### config.mk
export PLATFORM = sky130hd
export DESIGN_NAME = dtc_transition_ctrl
export DESIGN_NICKNAME = d
export VERILOG_FILES = /design/src/hw/dtc_bw_counters.v /design/src/hw/dtc_transition_ctrl.v
export VERILOG_INCLUDE_DIRS = /design/src /design/src/hw
export SDC_FILE = /design/constraint.sdc
export NUM_CORES = 1
export LEC_CHECK = 0
export ABC_CLOCK_PERIOD_IN_PS = 4950
export BUFFER_PORTS_ARGS = -buffer_cell sky130_fd_sc_hd__buf_2
export CAP_MARGIN = 20
export CORE_MARGIN = 2
export CORE_UTILIZATION = 40
export DETAILED_ROUTE_END_ITERATION = 10
export PLACE_DENSITY = 0.73
export SYNTH_ARGS = -nofsm -noshare
export SYNTH_HDL_FRONTEND = slang
export SYNTH_SLANG_ARGS = --single-unit
### constraint.sdc
create_clock -name ref_clk -period 4.95 [get_ports ref_clk]
set_clock_uncertainty 0.05 [all_clocks]
set_input_delay 0.99 -clock ref_clk [delete_from_list [all_inputs] [get_ports ref_clk]]
set_output_delay 0.99 -clock ref_clk [all_outputs]
set_load 0.01 [all_outputs]
### src/hw/dtc_defines.vh
`ifndef DTC_DEFINES_VH
`define DTC_DEFINES_VH
// bandwidth codes, ordered so that compare gives wider/narrower
`define DTC_BW_NB 2'h0
`define DTC_BW_WB 2'h1
`define DTC_BW_SWB 2'h2
`define DTC_BW_FB 2'h3
// coder types
`define DTC_CT_AUDIO 3'h4
`define DTC_CT_INACTIVE 3'h0
// core types
`define DTC_CORE_ACELP 2'h0
`define DTC_CORE_MDCT 2'h1
// counter limits and reset values
`define DTC_UP_LIMIT 6'h14
`define DTC_DOWN_LIMIT 6'h28
`define DTC_UP_INIT 6'h14
`define DTC_DOWN_INIT 6'h28
// bit rates in bits per second, DTC_FS_MIN a sampling rate in samples per second
`define DTC_RATE_9K6 16'h2580
`define DTC_RATE_16K4 16'h4010
`define DTC_RATE_24K4 16'h5F50
`define DTC_CORE_MIN 16'h0960
`define DTC_FS_MIN 17'h07D00
// upper-band schemes
`define DTC_UB_NONE 2'h0
`define DTC_UB_TIME 2'h1
`define DTC_UB_FREQ 2'h2
`define DTC_UB_MDCT 2'h3
// sequencer state width
`define DTC_ST_W 2
`endif

### src/hw/dtc_bw_counters.v
`include "dtc_defines.vh"
// bandwidth switch detector: both counters, updated once per frame
module dtc_bw_counters (
  // clock and reset
  input wire ref_clk,
  input wire reset,
  // frame update strobe
  input wire update,
  // frame descriptors
  input wire [15:0] bitRate,
  input wire [15:0] prevBitRate,
  input wire [1:0] bandwidth,
  input wire [1:0] prevBandwidth,
  // counters
  output reg [5:0] upward_switch_counter_reg,
  output reg [5:0] downward_switch_counter_reg
);
  reg [5:0] upNext;
  reg [5:0] downNext;
  reg [5:0] upMid;
  reg [5:0] downMid;
  wire bwDown = bandwidth < prevBandwidth;
  wire bwUp = bandwidth > prevBandwidth;

  always @* begin
    upMid = upward_switch_counter_reg;
    downMid = downward_switch_counter_reg;
    // upward counter first
    if (upMid >= `DTC_UP_LIMIT) begin
      upMid = 6'h00; // see RULE_15
    end else if (bandwidth == `DTC_BW_SWB && bitRate > `DTC_RATE_9K6 &&
        prevBandwidth == `DTC_BW_WB && prevBitRate <= `DTC_RATE_9K6) begin
      upMid = upMid + 6'h01; // see RULE_15
    end else if (upMid != 6'h00) begin
      if (bwDown) begin
        downMid = (`DTC_UP_LIMIT - upMid) * 6'h02 - 6'h01; // see RULE_16
        upMid = 6'h00;
      end else begin
        upMid = (bandwidth == `DTC_BW_SWB) ? upMid + 6'h01 : 6'h00;
        downMid = 6'h00; // see RULE_16
      end
    end
    upNext = upMid;
    downNext = downMid;
    // then downward counter, on updated values
    if (downMid >= `DTC_DOWN_LIMIT) begin
      downNext = 6'h00; // see RULE_17
    end else if (bitRate <= `DTC_RATE_9K6 && prevBitRate > `DTC_RATE_9K6 &&
        bwDown && bandwidth == `DTC_BW_WB) begin
      downNext = downMid + 6'h01; // see RULE_17
    end else if (downMid != 6'h00) begin
      if (bwUp) begin
        downNext = 6'h00;
        upNext = (`DTC_DOWN_LIMIT - downMid) >> 1; // see RULE_18
      end else begin
        downNext = (bandwidth == `DTC_BW_WB) ? downMid + 6'h01 : 6'h00;
        upNext = 6'h00; // see RULE_18
      end
    end
  end

  always @(posedge ref_clk) begin
    if (reset) begin
      upward_switch_counter_reg <= `DTC_UP_INIT; // see RULE_14
      downward_switch_counter_reg <= `DTC_DOWN_INIT; // see RULE_14
    end else if (update) begin
      upward_switch_counter_reg <= upNext; // see RULE_23
      downward_switch_counter_reg <= downNext;
    end
  end
endmodule // dtc_bw_counters

### src/hw/dtc_transition_ctrl.v
// Operation
// RULE_01 - rate switch with filter on: resample memories
// RULE_02 - filter previously off: stay off, prime memories
// RULE_03 - filter turned off: smooth first subframe
// RULE_04 - resample past samples on internal rate switch
// RULE_05 - resynthesize residual; later subframes untouched
// RULE_06 - clear bass filter memory at three rates
// RULE_07 - resample filterbank states on internal switch
// RULE_08 - entering legacy mode clears improvement memories
// RULE_09 - first legacy frame: both post-filters off
// RULE_10 - bit-rate change reconfigures tools at start
// RULE_11 - sampling-rate steps precede coding-mode steps
// RULE_12 - smoothing resamples only on internal switch
// RULE_13 - smooth upward, blind extension downward
// RULE_14 - counters initialize to 20 and 40
// RULE_15 - upward counter clear or increment rule
// RULE_16 - upward nonzero: update both counters
// RULE_17 - downward counter clear or increment rule
// RULE_18 - downward nonzero: update both counters
// RULE_19 - nonzero counters report transitions
// RULE_20 - conditions selecting time-domain extension
// RULE_21 - conditions selecting frequency-domain extension
// RULE_22 - MDCT core downward: predict upper coefficients
// RULE_23 - counters first, then scheme; held per frame
// RULE_24 - core presents frame descriptors before decision
`include "dtc_defines.vh"
module dtc_transition_ctrl (
  // clock and reset
  input wire ref_clk,
  input wire reset,
  // frame tick from decoder core
  input wire frameStart,
  // current frame descriptors
  input wire [15:0] bitRate,
  input wire [15:0] coreBitRate,
  input wire [1:0] bandwidth,
  input wire [1:0] coreType,
  input wire [2:0] coder_type,
  input wire [16:0] output_sample_rate,
  input wire pppMode,
  input wire legacy_interop_mode,
  input wire postFilterOn,
  input wire [2:0] internalRate,
  input wire [2:0] sampleRate,
  input wire [1:0] codingMode,
  // previous frame descriptors
  input wire [15:0] prevBitRate,
  input wire [1:0] prevBandwidth,
  input wire prevLegacyMode,
  input wire prevPostFilterOn,
  input wire [2:0] prevInternalRate,
  input wire [2:0] prevSampleRate,
  input wire [1:0] prevCodingMode,
  // memory handling commands
  output reg resamplePostFilterMem,
  output reg postFilterEnable,
  output reg postFilterPrime,
  output reg smoothFirstSubframe,
  output reg resamplePastSamples,
  output reg clearBassMem,
  output reg resampleFilterbank,
  output reg clearLegacyMem,
  output reg bassFilterEnable,
  output reg reconfigureTools,
  output reg rateSwitchStep,
  output reg modeSwitchStep,
  // bandwidth switching
  output reg upSwitchActive,
  output reg downSwitchActive,
  output reg upwardSmoothing,
  output reg blindExtension,
  output reg [1:0] upperBandScheme,
  output reg [5:0] upCount,
  output reg [5:0] downCount,
  output reg decisionValid
);
  localparam ST_IDLE = 2'h0;
  localparam ST_RATE = 2'h1;
  localparam ST_MODE = 2'h2;
  localparam ST_DONE = 2'h3;

  reg [1:0] state_reg;
  reg [1:0] state_next;
  wire [5:0] upCnt;
  wire [5:0] downCnt;
  wire cntUpdate = (state_reg == ST_IDLE) && frameStart;

  function isBassRate;
    input [15:0] r;
    begin
      isBassRate = (r == `DTC_RATE_9K6) || (r == `DTC_RATE_16K4) ||
        (r == `DTC_RATE_24K4);
    end
  endfunction

  dtc_bw_counters counters (
    .ref_clk(ref_clk),
    .reset(reset),
    .update(cntUpdate),
    .bitRate(bitRate),
    .prevBitRate(prevBitRate),
    .bandwidth(bandwidth),
    .prevBandwidth(prevBandwidth),
    .upward_switch_counter_reg(upCnt),
    .downward_switch_counter_reg(downCnt)
  );

  // frame descriptors latched at frame start
  reg fsSwitch_reg, isSwitch_reg, rateChg_reg, modeChg_reg;
  reg pfOn_reg, pfPrev_reg, legacy_reg, legacyPrev_reg, bass_reg;
  reg [15:0] coreRate_reg;
  reg [1:0] bw_reg, core_reg;
  reg [2:0] ct_reg;
  reg [16:0] fs_reg;
  reg ppp_reg;

  always @(posedge ref_clk) begin
    if (reset) begin
      fsSwitch_reg <= 1'b0;
      isSwitch_reg <= 1'b0;
      rateChg_reg <= 1'b0;
      modeChg_reg <= 1'b0;
      pfOn_reg <= 1'b0;
      pfPrev_reg <= 1'b0;
      legacy_reg <= 1'b0;
      legacyPrev_reg <= 1'b0;
      bass_reg <= 1'b0;
      coreRate_reg <= 16'h0000;
      bw_reg <= `DTC_BW_NB;
      core_reg <= `DTC_CORE_ACELP;
      ct_reg <= `DTC_CT_INACTIVE;
      fs_reg <= 17'h00000;
      ppp_reg <= 1'b0;
    end else if (cntUpdate) begin // see RULE_24
      fsSwitch_reg <= sampleRate != prevSampleRate;
      isSwitch_reg <= internalRate != prevInternalRate;
      rateChg_reg <= bitRate != prevBitRate;
      modeChg_reg <= codingMode != prevCodingMode;
      pfOn_reg <= postFilterOn;
      pfPrev_reg <= prevPostFilterOn;
      legacy_reg <= legacy_interop_mode;
      legacyPrev_reg <= prevLegacyMode;
      bass_reg <= isBassRate(bitRate);
      coreRate_reg <= coreBitRate;
      bw_reg <= bandwidth;
      core_reg <= coreType;
      ct_reg <= coder_type;
      fs_reg <= output_sample_rate;
      ppp_reg <= pppMode;
    end
  end

  // sequencer: latch, rate-switch step, mode-switch step, publish
  always @* begin
    case (state_reg)
      ST_IDLE: state_next = frameStart ? ST_RATE : ST_IDLE;
      ST_RATE: state_next = ST_MODE; // see RULE_11
      ST_MODE: state_next = ST_DONE;
      ST_DONE: state_next = ST_IDLE;
      default: state_next = ST_IDLE;
    endcase
  end

  wire commonUb = (core_reg == `DTC_CORE_ACELP) && (fs_reg >= `DTC_FS_MIN) &&
    (bw_reg > `DTC_BW_NB) && (downCnt != 6'h00);
  wire timeUb = (ct_reg != `DTC_CT_AUDIO) && (ct_reg != `DTC_CT_INACTIVE) &&
    (coreRate_reg > `DTC_CORE_MIN) && commonUb && !ppp_reg;
  wire firstLegacy = legacy_reg && !legacyPrev_reg;
  wire pfSmooth = pfPrev_reg && !pfOn_reg;

  always @(posedge ref_clk) begin
    if (reset) begin
      state_reg <= ST_IDLE;
      resamplePostFilterMem <= 1'b0;
      postFilterEnable <= 1'b0;
      postFilterPrime <= 1'b0;
      smoothFirstSubframe <= 1'b0;
      resamplePastSamples <= 1'b0;
      clearBassMem <= 1'b0;
      resampleFilterbank <= 1'b0;
      clearLegacyMem <= 1'b0;
      bassFilterEnable <= 1'b0;
      reconfigureTools <= 1'b0;
      rateSwitchStep <= 1'b0;
      modeSwitchStep <= 1'b0;
      upSwitchActive <= 1'b0;
      downSwitchActive <= 1'b0;
      upwardSmoothing <= 1'b0;
      blindExtension <= 1'b0;
      upperBandScheme <= `DTC_UB_NONE;
      upCount <= `DTC_UP_INIT;
      downCount <= `DTC_DOWN_INIT;
      decisionValid <= 1'b0;
    end else begin
      state_reg <= state_next;
      rateSwitchStep <= state_reg == ST_RATE && isSwitch_reg; // see RULE_11
      modeSwitchStep <= state_reg == ST_MODE && modeChg_reg; // see RULE_11
      reconfigureTools <= state_reg == ST_RATE && rateChg_reg; // see RULE_10
      decisionValid <= state_reg == ST_DONE;
      if (state_reg == ST_DONE) begin // see RULE_23
        resamplePostFilterMem <= fsSwitch_reg && pfPrev_reg; // see RULE_01
        postFilterEnable <= pfOn_reg && (pfPrev_reg || !fsSwitch_reg) &&
          !firstLegacy; // see RULE_02
        postFilterPrime <= fsSwitch_reg && !pfPrev_reg; // see RULE_02
        smoothFirstSubframe <= pfSmooth; // see RULE_03
        resamplePastSamples <= pfSmooth && isSwitch_reg; // see RULE_04 RULE_12
        clearBassMem <= fsSwitch_reg && bass_reg; // see RULE_06
        resampleFilterbank <= isSwitch_reg; // see RULE_07
        clearLegacyMem <= firstLegacy; // see RULE_08
        bassFilterEnable <= !firstLegacy &&
          !(fsSwitch_reg && bass_reg); // see RULE_09
        upSwitchActive <= upCnt != 6'h00; // see RULE_19
        downSwitchActive <= downCnt != 6'h00; // see RULE_19
        upwardSmoothing <= upCnt != 6'h00; // see RULE_13
        blindExtension <= downCnt != 6'h00; // see RULE_13
        upCount <= upCnt;
        downCount <= downCnt;
        if (timeUb) begin
          upperBandScheme <= `DTC_UB_TIME; // see RULE_20
        end else if (commonUb && ppp_reg) begin
          upperBandScheme <= `DTC_UB_FREQ; // see RULE_21
        end else if (core_reg == `DTC_CORE_MDCT && downCnt != 6'h00) begin
          upperBandScheme <= `DTC_UB_MDCT; // see RULE_22
        end else begin
          upperBandScheme <= `DTC_UB_NONE;
        end
      end else if (state_reg == ST_IDLE && frameStart) begin
        smoothFirstSubframe <= 1'b0; // see RULE_05
      end
    end
  end
endmodule // dtc_transition_ctrl

==> metrics.txt, run 1 <==
Overall Global Routing Usage 19.0%; Die H between 100 and 150 µm; top_reg_cell synth dfxtp_1; Post-synth ARST share 0%; fill cell count roughly 1100; Port Buffers 119; setup tns final 0 ns; share of the synthesized area in the top cell type 38.2%; max reg flops 16; Max-cap violations 0; CP Data Arrival Time 3.61 ns; antenna viol nets, final 0; Placed Cells 781; drt first pass iters 5; final worst path period share approximately 70%; total leakage power 2.23 nW; crit path buf inv count 2; insertion delay to the later sink of the worst-skew pair 0.34 ns; pin count of the biggest net entering global routing 75; area of placed instances 0.00503 mm²; post-synth top area cell dfxtp_1; Root Buffer clkbuf_8; Combinational Power Share roughly 22%; cell row count 38; flops & latches, synth 84; critical path capture point type register; critical path, cell by cell buf_2 > or3_4 > or4_4 > o22a_4 > o21ai_1 > buf_4 > nand2_1 > o31ai_1 > ha_1 > nand3_1 > xnor2_1 > nand3_1 > o21ai_0 > a22o_1; Post-CTS Hold Buffers 0; Slowest-stage cell, CP or4_4; Required @ worst endpoint approximately 5.1 ns; Util after Layout 49.1%; Final Wtd Congestion 0.889; Fin Hold WS roughly 0.39 ns; cell count after synthesis between 500 and 600; Internal Power 1.21 mW; max-slew violation count 0; Max IR drop VDD 0.000189 V; Peak Freq 293 MHz; final setup fails 0; syn_area_per_cell 7.90 µm²; post-synthesis sequential area ratio 38.2%; max incr delay on CP 0.49 ns; Worst Path Max Fanout 11; # DRC 0; Worst Tran Pin Value between 0.9 and 1 ns; Post-Layout Cell Count 798; CP Class input pin to register; final instance area about 0.0053 mm²; pre-CTS setup slack 1.20 ns; clock period minus worst slack between 3 and 4 ns; via count 4307; Switching Share 29.4%; Cell Area, Synth ~0.0044 mm²; Die Area 0.0119 mm²; sequential cell area 0.00168 mm²; post-layout power between 1.5 and 2 mW; Hold Path Class register to register; outcome finished, final reports clean; Boundary Pins around 130; top cells by area, synth dfxtp_1 38%, nand2_1 9.1%, a21oi_1 6.5%; Top delay family on crit path simple AND/OR/NAND/NOR gates; Via density 5.40; commonest non-fill, non-tap cells in the layout 119 x buf_2, 106 x nand2_1, 84 x dfxtp_1; post-CTS setup buffers 0; RSZ-0062 raised after global routing no; vias in the first global route 3876; initial antenna violation count 0; ANT cells 0; Detailed Route WL 11400 µm; share of layout cells above drive strength 1 23.1%; Startpoint Class input pin; first-pass GRT wire length 18300 µm; EDFF count, synth 0; synth-to-layout area growth 20.3%; final hold vios 0; H-Tree Depth 3; Syn. warnings 0; relative slew slack 35.6%; Netlist cell types 63; switching power total 0.504 mW; multi-input logic area 0.00253 mm²; Final #Nets 761; initial core utilization 40.8%; fin worst setup slack 1.53 ns; clock power share 33.8%; DRT iter0 DRCs 301; total CTS buffers 9; Max Buffers Root-to-Sink 2; Die W between 100 and 150 µm; Flop pwr share a little over two fifths; TritonCTS clock tree built; core area 0.0108 mm²; global route overflow 0; drt wl/cell about 14 µm; Mapped Nets 666; most common cell after layout, fill and taps aside buf_2; most frequent CP cell nand3_1; pwr dens 323 mW/mm²; clock sinks 84; Worst-path clk slew 0.08 ns; post-cts sizing count 0; placed wire-length estimate 8260 µm
path summary, 6_finish.rpt:
check / start / end / slack, ns / cells after the start
worst max-delay path: bitRate[12] / counters.downward_switch_counter_reg[4]$_SDFFE_PP0P_ / 1.53 / 14
worst min-delay path: modeChg_reg$_SDFFE_PP0P_ / modeSwitchStep$_SDFF_PP0_ / 0.39 / 2
worst max register to register: counters.upward_switch_counter_reg[0]$_SDFFE_PP0P_ / counters.downward_switch_counter_reg[4]$_SDFFE_PP0P_ / 1.95 / 13
worst min register to register: modeChg_reg$_SDFFE_PP0P_ / modeSwitchStep$_SDFF_PP0_ / 0.39 / 2
Yosys cell counts, types with 10 or more instances:
master,count
nand2_1,107
dfxtp_1,84
a21oi_1,57
nor2_1,47
clkbuf_1,24
xor2_1,24
nand3_1,17
mux2i_1,14
nor3_1,14
inv_1,11
buf_1,10
ha_1,10
final cells by class:
cell class / instances / area share [%]
Sequential cell: 84 / 31.7
Inverter: 11 / 0.779
Tap cell: 140 / 3.30
Multi-Input combinational cell: 425 / 47.6
Timing Repair Buffer: 122 / 12.0
Clock buffer: 10 / 2.41
Clock inverter: 6 / 2.12
power by group through the flow:
stage,Clock [mW],Combinational [mW],Sequential (mW)
after floorplan,0,0.277,0.754
after global placement,0,0.362,0.766
after detailed placement,0,0.374,0.768
after CTS,0.592,0.376,0.753
after global routing,0.617,0.421,0.759
final,0.578,0.379,0.753
cell families (layout without fill, tap and decap cells):
family,after synthesis,in the layout,share of synthesized area (%)
muxes,14,14,3.18
and+or+nand+nor,248,248,27.3
DFF,84,84,38.2
buffers and inverters,49,149,4.60
xor gates and xnor gates,32,32,6.36
AOI/OAI and AO/OA,121,121,17.6
adders and majority gates,10,10,2.84
worst reg2reg max path, stage by stage, from the launching register on:
cell	delay, ns
dfxtp_1	0.66
inv_1	0.14
ha_1	0.32
nand3_1	0.14
and2_1	0.20
o21ai_1	0.08
buf_4	0.18
o31ai_1	0.26
ha_1	0.28
nand3_1	0.11
xnor2_1	0.15
nand3_1	0.08
o21ai_0	0.08
a22o_1	0.18
layer usage:
layer / global-route usage, % / wire length (µm) / vias up
li1: - / - / 2118
met1: 25.3 / 5170 / 2004
met2: 30.9 / 5290 / 168
met3: 3.89 / 756 / 17
met4: 5.49 / 207 / 0
met5: 0 / 0 / -
No activity file was read; power rests on OpenSTA's default activity.
==> run 2: changes to the inputs <==
Settings changed: ABC_CLOCK_PERIOD_IN_PS 4950 to 3100, PLACE_DENSITY 0.73 to 0.76.
Clock period 4.95 ns to 3.1 ns, I/O delays scaled along.
==> run 2 against run 1 <==
Sequential share of layout area is 0.61 points lower; critical endpoint unchanged; largest cell class unchanged; cell count is 2.3% higher; combinational power is 69% higher; via count is 1.0% higher; first-iteration DRC count is 2.7% higher; setup slack worse by 1.3 ns; die area stayed put; final area is 2.0% higher; routed wire length is 1.5% lower.
==> metrics.txt, run 2 (synthesis gave the netlist of run 1 again) <==
register-to-register setup slack 0.43 ns (-1.52 ns); first-pass GRT wire length 18500 µm (+1.6%); final setup fails 0 (unchanged); Boundary Pins 129 (unchanged); Placed Cells 800 (+2.4%); final worst path period share 92.2%; cell row count 38 (unchanged); Max IR drop VDD 0.000239 V (+27%); insertion delay to the later sink of the worst-skew pair 0.35 ns (about the same); final hold vios 0 (unchanged); antenna viol nets, final 0 (unchanged); pin count of the biggest net entering global routing 47 (-37%); Startpoint Class input pin; Die H 109 µm (unchanged); post-CTS setup buffers 0 (unchanged); initial core utilization 40.8% (unchanged); max-slew violation count 0 (unchanged); Top delay family on crit path simple AND/OR/NAND/NOR gates; RSZ-0062 raised after global routing no; Hold Path Class register to register; Final #Nets 779 (+2.4%); Peak Freq approximately 350 MHz; Post-Layout Cell Count 816 (+2.3%); Worst Tran Pin Value 0.562 ns (-0.400 ns); Die Area 0.0119 mm² (unchanged); pwr dens 500 mW/mm² (+55%); outcome finished, final reports clean; crit path capture counters.downward_switch_counter_reg[4]$_SDFFE_PP0P_; Final Wtd Congestion 0.902 (+1.4%); DRT iter0 DRCs 309 (+2.7%); Worst Reg2Reg Path Length in Cells 11 (-2); ANT cells 0 (unchanged); Port Buffers 119 (unchanged); placed wire-length estimate 8500 µm (+3.0%); share of layout cells above drive strength 1 25.3% (+2.2 points); TritonCTS clock tree built; via count 4351 (+1.0%); total CTS buffers 9 (unchanged); most frequent CP cell nand3_1; max incr delay on CP 0.48 ns (about the same); synth-to-layout area growth 22.7%; Overall Global Routing Usage 19.3% (+0.36 points); H-Tree Depth 3 (unchanged); CP Class input pin to register; Util after Layout 50.1% (+0.96 points); critical path capture point type register; clock period minus worst slack 2.86 ns; Post-CTS Hold Buffers 0 (unchanged); post-layout power 2.70 mW (+58%); critical path, cell by cell buf_2 > or3_4 > or4_4 > o22a_4 > o21ai_2 > nand2_1 > o31ai_1 > ha_2 > nand3_1 > xnor2_1 > nand3_1 > o21ai_0 > a22o_1; r2r endpoint counters.upward_switch_counter_reg[4]$_SDFFE_PP1P_; Max Buffers Root-to-Sink 2 (unchanged); reg-to-reg startpoint counters.upward_switch_counter_reg[1]$_SDFFE_PP0P_; Die W 109 µm (unchanged); Worst Path Max Fanout 5 (-6); crit path buf inv count 1 (-1); Slowest-stage cell, CP or4_4; most common cell after layout, fill and taps aside buf_2; final instance area 0.00541 mm² (+2.0%); drt wl/cell 13.8 µm (-3.7%); max reg flops 16 (unchanged); global route overflow 0 (unchanged); Max-cap violations 0 (unchanged); Worst-path clk slew 0.08 ns (about the same); Worst path depth 13 (-1); CP startpoint bitRate[12]; vias in the first global route 4127 (+6.5%); hold path start modeChg_reg$_SDFFE_PP0P_; CP Data Arrival Time 3.05 ns (-0.56 ns); Required @ worst endpoint 3.29 ns (-1.85 ns); relative slew slack 62.5% (+27 points); clock sinks 84 (unchanged); Detailed Route WL 11300 µm (-1.5%); Via density 5.33 (-1.2%); total leakage power 2.29 nW (+2.9%); initial antenna violation count 0 (unchanged); area of placed instances 0.00518 mm² (+2.9%); # DRC 0 (unchanged); post-cts sizing count 0 (unchanged); commonest non-fill, non-tap cells in the layout 119 x buf_2, 107 x nand2_1, 84 x dfxtp_1; core area 0.0108 mm² (unchanged); drt first pass iters 5 (unchanged); Root Buffer clkbuf_8
run 2: layout make-up:
class                           count  area (µm²)
Clock buffer                       11         141
Clock inverter                      5        83.8
Fill cell                        1023        5390
Inverter                           11        41.3
Multi-Input combinational cell    425        2530
Sequential cell                    84        1680
Tap cell                          140         175
Timing Repair Buffer              140         753
run 2: how the worst min path moves through the flow:
stage	end	slack [ns]	cells past startpoint
floorplan	modeSwitchStep$_SDFF_PP0_	0.36	2
global placement	modeSwitchStep$_SDFF_PP0_	0.37	2
detailed placement	modeSwitchStep$_SDFF_PP0_	0.38	2
CTS	modeSwitchStep$_SDFF_PP0_	0.39	2
global route	coreRate_reg[2]$_SDFFE_PP0P_	0.42	2
finish	modeSwitchStep$_SDFF_PP0_	0.39	2
run 2: routing by layer:
layer  routed length, µm  vias up  track usage (%)  part of all wire, %
li1                    -     2162                -                    -
met1                5030     2000             25.2                   45
met2                5330      169             31.8                   47
met3                 711       20             3.83                  6.3
met4                 188        0             6.50                  1.7
met5                   0        -                0                    0
run 2: report_power, final:
part	switching, mW	internal, mW	leakage [nW]
logic	0.372	0.271	1.50
clock network	0.385	0.479	0.106
registers	0.0514	1.14	0.686
run 2: worst reg2reg max path, delay by kind of cell, from the launching register on:
kind	cells	cell delay [ns]
compound gates	6	1.08
flops	1	0.47
simple gates	2	0.42
fa+ha+maj	1	0.28
buf+inv	2	0.25
run 2: stage by stage:
stage	worst slack, ns	TNS (ns)	hold slack [ns]
global placement	-0.0695	-0.0695	0.373
detailed placement	-0.109	-0.238	0.379
CTS	0.272	0	0.393
finish	0.241	0	0.391
global route	0.109	0	0.424
floorplan	0.0181	0	0.360
